### src/core/ssrs_pkg.sv
// Purpose: constants for the supply reset supervisor
// Assumes: 40 MHz core clock
// Notes: power-on delay is a parameter default of the top module
package ssrs_pkg;
   localparam int unsigned SSRS_CLK_HZ = 40000000;
   localparam int unsigned SSRS_POR_US = 100;
   localparam int unsigned SSRS_POR_CYC =
      (SSRS_POR_US * (SSRS_CLK_HZ / 1000000) < 1) ? 1 :
      SSRS_POR_US * (SSRS_CLK_HZ / 1000000);
   localparam int unsigned SSRS_CNT_W = 24;
   localparam int unsigned SSRS_NCH = 3;
   localparam int unsigned SSRS_WD_LIMIT = 64;
   localparam int unsigned SSRS_WD_W = 8;
   localparam logic [SSRS_CNT_W-1:0] SSRS_CNT_RST = 24'h000000;
   localparam logic [SSRS_WD_W-1:0] SSRS_WD_RST = 8'h00;
   typedef enum logic [1:0] {
      SSRS_HOLD = 2'b00,
      SSRS_WAIT = 2'b01,
      SSRS_RUN = 2'b11
   } ssrs_state_type;
endpackage

### src/core/ssrs_sync.sv
// Purpose: two-flop synchroniser for a bus of asynchronous levels
// Assumes: inputs are quasi-static comparator levels
// Notes: first stage is read by the second stage only
`timescale 1ns/1ps
module ssrs_sync #(
   parameter int unsigned W = 1
) (
   // Clock and reset
   input wire logic i_clk,
   input wire logic i_rst,
   // Data
   input wire logic [W-1:0] i_d,
   output logic [W-1:0] o_q
);
   logic [W-1:0] meta_q;
   logic [W-1:0] sync_q;
   always_ff @(posedge i_clk or posedge i_rst) begin
      if (i_rst) begin
         meta_q <= '0;
         sync_q <= '0;
      end else begin
         meta_q <= i_d;
         sync_q <= meta_q;
      end
   end
   assign o_q = sync_q;
endmodule // ssrs_sync

### src/core/ssrs_top.sv
// Purpose: supply supervision, power-on reset sequencing, reset flag
// Assumes: comparator and clock-detect inputs are asynchronous pins
// Notes: o_spi_ready tells the serial port it may accept traffic
`timescale 1ns/1ps
module ssrs_top
   import ssrs_pkg::*;
#(
   parameter int unsigned POR_CYCLES = SSRS_POR_CYC
) (
   // Clock and reset
   input wire logic i_clk,
   input wire logic i_rst,
   // Supply comparators, high means below threshold
   input wire logic i_digital_supply_low,
   input wire logic i_analog_supply_low,
   input wire logic i_reference_supply_low,
   input wire logic [SSRS_NCH-1:0] i_channel_load_supply_low,
   // Input clock watchdog
   input wire logic i_wd_enable,
   input wire logic i_clk_pulse,
   // Status_word_a status word access strobe from serial port logic
   input wire logic i_status_word_a_access,
   // Outputs
   output logic o_logic_reset,
   output logic o_spi_ready,
   output logic o_reset_flag,
   output logic [SSRS_NCH-1:0] o_load_supply_undervoltage_flag,
   output logic [SSRS_NCH-1:0] o_stage_enable
);
   localparam int unsigned NIN = 5 + SSRS_NCH;
   logic [NIN-1:0] raw;
   logic [NIN-1:0] syn;
   logic sup_low;
   logic wd_en;
   logic pulse_s;
   logic [SSRS_NCH-1:0] lsup_low;

   // Main supplies cross as good levels, so the sync reset value reads as low
   assign raw = {i_clk_pulse, i_wd_enable, i_channel_load_supply_low,
      ~i_reference_supply_low, ~i_analog_supply_low, ~i_digital_supply_low};

   ssrs_sync #(.W(NIN)) u_sync (
      .i_clk(i_clk),
      .i_rst(i_rst),
      .i_d(raw),
      .o_q(syn)
   );

   assign sup_low = ~&syn[2:0];
   assign lsup_low = syn[3 +: SSRS_NCH];
   assign wd_en = syn[NIN-2];
   assign pulse_s = syn[NIN-1];

   // Watchdog: counts cycles since last edge of the divided input clock
   logic pulse_prev_q, pulse_prev_d;
   logic [SSRS_WD_W-1:0] wd_cnt_q, wd_cnt_d;
   logic clk_missing;

   always_comb begin
      pulse_prev_d = pulse_s;
      if (pulse_s != pulse_prev_q) begin
         wd_cnt_d = SSRS_WD_RST;
      end else if (wd_cnt_q != SSRS_WD_W'(SSRS_WD_LIMIT)) begin
         wd_cnt_d = wd_cnt_q + 1'b1;
      end else begin
         wd_cnt_d = wd_cnt_q;
      end
   end

   always_ff @(posedge i_clk or posedge i_rst) begin
      if (i_rst) begin
         pulse_prev_q <= 1'b0;
         wd_cnt_q <= SSRS_WD_RST;
      end else begin
         pulse_prev_q <= pulse_prev_d;
         wd_cnt_q <= wd_cnt_d;
      end
   end

   // Saturated count means no edge seen for too long
   assign clk_missing = wd_en &&
      (wd_cnt_q == SSRS_WD_W'(SSRS_WD_LIMIT));

   logic hold_cond;
   assign hold_cond = sup_low || clk_missing;

   // Sequencer
   ssrs_state_type st_q, st_d;
   logic [SSRS_CNT_W-1:0] cnt_q, cnt_d;
   logic rst_out_q, rst_out_d;
   logic rdy_q, rdy_d;
   logic flag_q, flag_d;
   logic [SSRS_NCH-1:0] uv_q, uv_d;
   logic [SSRS_NCH-1:0] en_q, en_d;
   logic leaving;

   // A status_word_a access counts only while the serial port is open
   function automatic logic acc_ok(input logic acc, input logic rdy);
      return acc && rdy;
   endfunction

   always_comb begin
      st_d = st_q;
      cnt_d = cnt_q;
      leaving = 1'b0;
      unique case (st_q)
         SSRS_HOLD: begin
            cnt_d = SSRS_CNT_RST;
            if (!hold_cond) begin
               st_d = SSRS_WAIT;
            end
         end
         SSRS_WAIT: begin
            if (hold_cond) begin
               st_d = SSRS_HOLD;
               cnt_d = SSRS_CNT_RST;
            end else if (cnt_q == SSRS_CNT_W'(POR_CYCLES - 1)) begin
               st_d = SSRS_RUN;
               leaving = 1'b1;
            end else begin
               cnt_d = cnt_q + 1'b1;
            end
         end
         SSRS_RUN: begin
            if (hold_cond) begin
               st_d = SSRS_HOLD;
            end
         end
         default: begin
            st_d = SSRS_HOLD;
         end
      endcase
      rst_out_d = (st_d != SSRS_RUN);
      rdy_d = (st_d == SSRS_RUN);
      // Set wins over an access in the same cycle
      if (leaving) begin
         flag_d = 1'b1;
      end else if (acc_ok(i_status_word_a_access, rdy_q)) begin
         flag_d = 1'b0;
      end else begin
         flag_d = flag_q;
      end
      // Undervoltage flags are logic state, so they clear while held in reset
      uv_d = (st_d == SSRS_RUN) ? uv_q : '0;
      for (int i = 0; i < SSRS_NCH; i++) begin
         if (lsup_low[i] && st_d == SSRS_RUN) begin
            uv_d[i] = 1'b1;
         end else if (acc_ok(i_status_word_a_access, rdy_q)) begin
            uv_d[i] = 1'b0;
         end
      end
      en_d = (st_d == SSRS_RUN) ? ~lsup_low : '0;
   end

   always_ff @(posedge i_clk or posedge i_rst) begin
      if (i_rst) begin
         st_q <= SSRS_HOLD;
         cnt_q <= SSRS_CNT_RST;
         rst_out_q <= 1'b1;
         rdy_q <= 1'b0;
         flag_q <= 1'b0;
         uv_q <= '0;
         en_q <= '0;
      end else begin
         st_q <= st_d;
         cnt_q <= cnt_d;
         rst_out_q <= rst_out_d;
         rdy_q <= rdy_d;
         flag_q <= flag_d;
         uv_q <= uv_d;
         en_q <= en_d;
      end
   end

   assign o_logic_reset = rst_out_q;
   assign o_spi_ready = rdy_q;
   assign o_reset_flag = flag_q;
   assign o_load_supply_undervoltage_flag = uv_q;
   assign o_stage_enable = en_q;

   // Independent count of clean cycles, read by the checks only
   logic [SSRS_CNT_W-1:0] ok_q, ok_d;

   always_comb begin
      if (hold_cond) begin
         ok_d = SSRS_CNT_RST;
      end else if (ok_q != '1) begin
         ok_d = ok_q + 1'b1;
      end else begin
         ok_d = ok_q;
      end
   end

   always_ff @(posedge i_clk or posedge i_rst) begin
      if (i_rst) begin
         ok_q <= SSRS_CNT_RST;
      end else begin
         ok_q <= ok_d;
      end
   end

   a_supply_holds: assert property (
      @(posedge i_clk) disable iff (i_rst) sup_low |=> o_logic_reset)
      else $error("reset not held on low supply");
   a_wd_holds: assert property (
      @(posedge i_clk) disable iff (i_rst) clk_missing |=> o_logic_reset)
      else $error("reset not held on missing clock");
   a_delay_full: assert property (
      @(posedge i_clk) disable iff (i_rst)
      $fell(o_logic_reset) |-> cnt_q == SSRS_CNT_W'(POR_CYCLES - 1))
      else $error("reset released before full delay");
   a_delay_count: assert property (
      @(posedge i_clk) disable iff (i_rst)
      $fell(o_logic_reset) |-> ok_q == SSRS_CNT_W'(POR_CYCLES + 1))
      else $error("reset released without a full clean delay");
   a_ready_gate: assert property (
      @(posedge i_clk) disable iff (i_rst) o_spi_ready |-> !o_logic_reset)
      else $error("serial port ready during reset");
   a_flag_set: assert property (
      @(posedge i_clk) disable iff (i_rst)
      $fell(o_logic_reset) |-> o_reset_flag)
      else $error("reset flag not set on release");
   a_flag_clear: assert property (
      @(posedge i_clk) disable iff (i_rst)
      (acc_ok(i_status_word_a_access, rdy_q) && !leaving) |=> !o_reset_flag)
      else $error("reset flag not cleared on access");
   for (genvar g = 0; g < SSRS_NCH; g++) begin : g_uv_chk
      a_uv_stage: assert property (
         @(posedge i_clk) disable iff (i_rst)
         (lsup_low[g] && st_d == SSRS_RUN) |=>
         (!o_stage_enable[g] && o_load_supply_undervoltage_flag[g]))
         else $error("channel not disabled on load undervoltage");
   end
   a_restart: assert property (
      @(posedge i_clk) disable iff (i_rst)
      (st_q == SSRS_WAIT && hold_cond) |=>
      (st_q == SSRS_HOLD && cnt_q == SSRS_CNT_RST))
      else $error("delay not restarted");
   c_release: cover property (@(posedge i_clk) disable iff (i_rst)
      $fell(o_logic_reset));
   c_abort: cover property (@(posedge i_clk) disable iff (i_rst)
      st_q == SSRS_WAIT && hold_cond);
   c_access: cover property (@(posedge i_clk) disable iff (i_rst)
      o_reset_flag && i_status_word_a_access && rdy_q);
   c_clk_lost: cover property (@(posedge i_clk) disable iff (i_rst)
      clk_missing && !o_logic_reset);
endmodule // ssrs_top

### config.mk
export PLATFORM = sky130hd
export DESIGN_NAME = ssrs_top
export DESIGN_NICKNAME = d
export VERILOG_FILES = /design/src/core/ssrs_pkg.sv /design/src/core/ssrs_sync.sv /design/src/core/ssrs_top.sv
export SDC_FILE = /design/constraint.sdc
export NUM_CORES = 1
export LEC_CHECK = 0
export ABC_AREA = 1
export BUFFER_PORTS_ARGS = -buffer_cell sky130_fd_sc_hd__buf_4
export CORE_UTILIZATION = 40
export DETAILED_ROUTE_END_ITERATION = 7
export SYNTH_ARGS = -nofsm -noshare
export SYNTH_HDL_FRONTEND = slang
export SYNTH_HIERARCHICAL = 1
export SYNTH_SLANG_ARGS = --single-unit
### constraint.sdc
create_clock -name i_clk -period 2.1 [get_ports i_clk]
set_input_delay 0.315 -clock i_clk [delete_from_list [all_inputs] [get_ports i_clk]]
set_output_delay 0.315 -clock i_clk [all_outputs]
set_load 0.01 [all_outputs]
==> impl_metrics.yaml <==
timing:
  setup_viol: 0
  fin_worst_skew_ns: 0.0122
  rsz0062_at_grt: "false"
  period_minus_slack_ns: 1.86
  period_share: 0.888
  worst_pin_slew_ns: 0.612
  holdWs_ns: 0.0339
  fin_setup_tns_ns: 0
  slew_viol_final: 0
  slew_headroom: 0.592
  worst_slack_ns: 0.235
  hold_viol_final: 0
  fmax_mhz: 536
detailed_routing:
  viasPerCell: 4.84
  wl_um: 6630
  dr.pass1.iters: 4
  vias: 2539
  drc: 0
  drt_iter0_markers: 147
  postRouteAntennaNets: 0
  routedWlPerCell_um: 12.6
synthesis:
  synth_nets: 406
  ys_warn_count: 6
  synth-seq-cells: 60
  yosysSeqAreaShare: 0.494
  syn_inst: 392
  syn_area_mm2: 0.00304
  syn-mean-instance-area_um2: 7.77
  synthDistinctLibCells: 33
grt:
  grt_max_degree: 45
  grt_pass1_wl_um: 11400
  grt_usage: 0.192
  first_global_vias: 2391
  antenna_found_initial: 0
  overflow: 0
power:
  p_per_area_mw_per_mm2: 679
  peakVddDrop_uv: 582
  p_leak_nw: 1.66
layout:
  fillers: 767
  syn2layout_area_growth_pct: 15.5
  n_antenna_cell: 0
  nets: 435
  layout_commonest_cell: "nand2_1"
  layout_common_cells: "112 x nand2_1, 59 x dfrtp_1, 51 x nor2_1"
  drive_gt1_frac: 0.143
clock_tree:
  cts_max_level: 3
  clockRootBuffer: "clkbuf_8"
  cts_tree: "built"
  clk_pin_slew_ns: 0.08
  clkSinkCount: 60
  clock_latency_ns: 0.34
  ctsLongestPathBuffers: 2
  cts_inserted_buffers: 9
worst_setup_path:
  critPathLaunchType: "flip-flop"
  cp_max_fo: 11
  cp.required_ns: 2.35
  r2r_start: "cnt_q[1]"
  arrival_ns: 2.12
  crit_path_end_kind: "flip-flop"
  criticalPathCategory: "flip-flop to flip-flop"
  startpoint: "cnt_q[1]"
placed_design:
  portBuffers: 19
  hpwl_um: 4710
  post-place-ws_ns: 0.204
  gp_congestion: 0.873
floorplan:
  io_pins: 20
  die_area_mm2: 0.00796
  die_w_um: 89.2
  die_height_um: 89.2
  fp.coreArea_mm2: 0.00729
  rows: 31
  start_util: 0.417
run_status:
  outcome: "finished clean"
min_path:
  hp-class: "input pin to async pin"
flow_run:
  cap_violations: 0
[cell usage after synthesis]
| cell type | instances | share of area |
|---|---|---|
| inv_1 | 43 | 0.053 |
| ha_1 | 3 | 0.012 |
| nand3_1 | 45 | 0.074 |
| a31oi_1 | 1 | 0.0021 |
| o21ai_0 | 5 | 0.0082 |
| buf_1 | 1 | 0.0012 |
| nand2_2 | 1 | 0.0021 |
| nor2_2 | 5 | 0.010 |
| xnor2_1 | 1 | 0.0029 |
| inv_2 | 3 | 0.0037 |
| nand3_2 | 1 | 0.0033 |
| nand2_1 | 112 | 0.14 |
| xor2_1 | 4 | 0.012 |
| nor4_1 | 1 | 0.0021 |
| clkinv_1 | 1 | 0.0012 |
| buf_2 | 3 | 0.0049 |
| o31ai_1 | 1 | 0.0025 |
| dfrtp_1 | 59 | 0.48 |
| o21ai_2 | 3 | 0.0086 |
| nand2_4 | 1 | 0.0037 |
| a21o_1 | 1 | 0.0025 |
| nor3_1 | 9 | 0.015 |
| nor2_1 | 51 | 0.063 |
| a21oi_1 | 8 | 0.013 |
| buf_6 | 3 | 0.011 |
| nand3_4 | 1 | 0.0058 |
| nor2_4 | 1 | 0.0037 |
| clkbuf_1 | 1 | 0.0012 |
| and3_1 | 1 | 0.0021 |
| and2_1 | 1 | 0.0021 |
| o21bai_1 | 1 | 0.0025 |
| nand4_1 | 19 | 0.039 |
| dfstp_2 | 1 | 0.0086 |
[stage by stage]
step | total power [mW] | area (um^2) | util | std cells
4_1_cts | 2.41 | 3510 | 0.482 | 525
5_1_grt | 2.49 | 3520 | 0.482 | 525
2_1_floorplan | 1.28 | 3040 | - | 392
3_5_place_dp | 1.32 | 3310 | 0.454 | 509
3_3_place_gp | 1.31 | 3310 | 0.454 | 509
6_report | 2.39 | 3520 | 0.482 | 525
[layout make-up]
class                           instances  area, um^2  area share
Inverter                               47         176      0.0502
Tap cell                               99         124      0.0352
Sequential cell                        60        1500       0.427
Timing Repair Buffer                   26         195      0.0555
Clock inverter                          7        83.8      0.0238
Clock buffer                            9         124      0.0352
Multi-Input combinational cell        277        1310       0.373
[metal layers]
layer | routed length, um | track usage
met2 | 2970 | 0.287
met4 | 94 | 0.0722
met1 | 3320 | 0.270
met5 | 0 | 0
met3 | 246 | 0.0462
[final timing paths]
path	to	slack, ns	depth (start not counted)
setup / recovery	cnt_q[13]	0.24	9
hold / removal	u_sync/o_q[4]	0.03	2
setup reg to reg	cnt_q[13]	0.24	9
hold reg to reg	u_sync/o_q[2]	0.35	0
max in group asynchronous	st_q[1]	1.59	3
min in group i_clk	u_sync/meta_q[6]	0.07	1
[where the power goes]
group	internal, mW	leakage, nW	switching (mW)
Clock	0.568	0.102	0.526
Sequential	1.18	0.787	0.0135
Combinational	0.0328	0.770	0.0650
Total	1.78	1.66	0.605
[flip-flops by register name, indices dropped and copies added (netlist names)]
register                         flops
o_load_supply_undervoltage_flag      3
wd_cnt_q                             8
u_sync/o_q                           8
u_sync/meta_q                        8
cnt_q                               24
o_reset_flag                         1
st_q                                 2
o_stage_enable                       3
pulse_prev_q                         1
o_spi_ready                          1
o_logic_reset                        1
[worst max-delay path: stages, from the launching register on]
cell and delay [ns]:
dfrtp_1 0.40, ha_2 0.27, inv_2 0.07, nor2_4 0.19
inv_2 0.06, nor2_2 0.11, nand3_2 0.12, nand2_4 0.17
nand2_2 0.18, o21ai_0 0.20
[logic make-up after synthesis]
logic type | after synthesis | share of synthesized area
simple gates | 249 | 0.364
flops | 60 | 0.494
buf+inv | 55 | 0.0764
compound gates | 20 | 0.0395
xor+xnor | 5 | 0.0144
fa+ha+maj | 3 | 0.0123
[timing repair]
item,4_1_cts,5_1_grt
buffers inserted,0,0
hold buffers,0,0
resized for setup,0,1
endpoints found under the setup margin,0,2
Note: power is estimated with default switching activity, not from simulation.
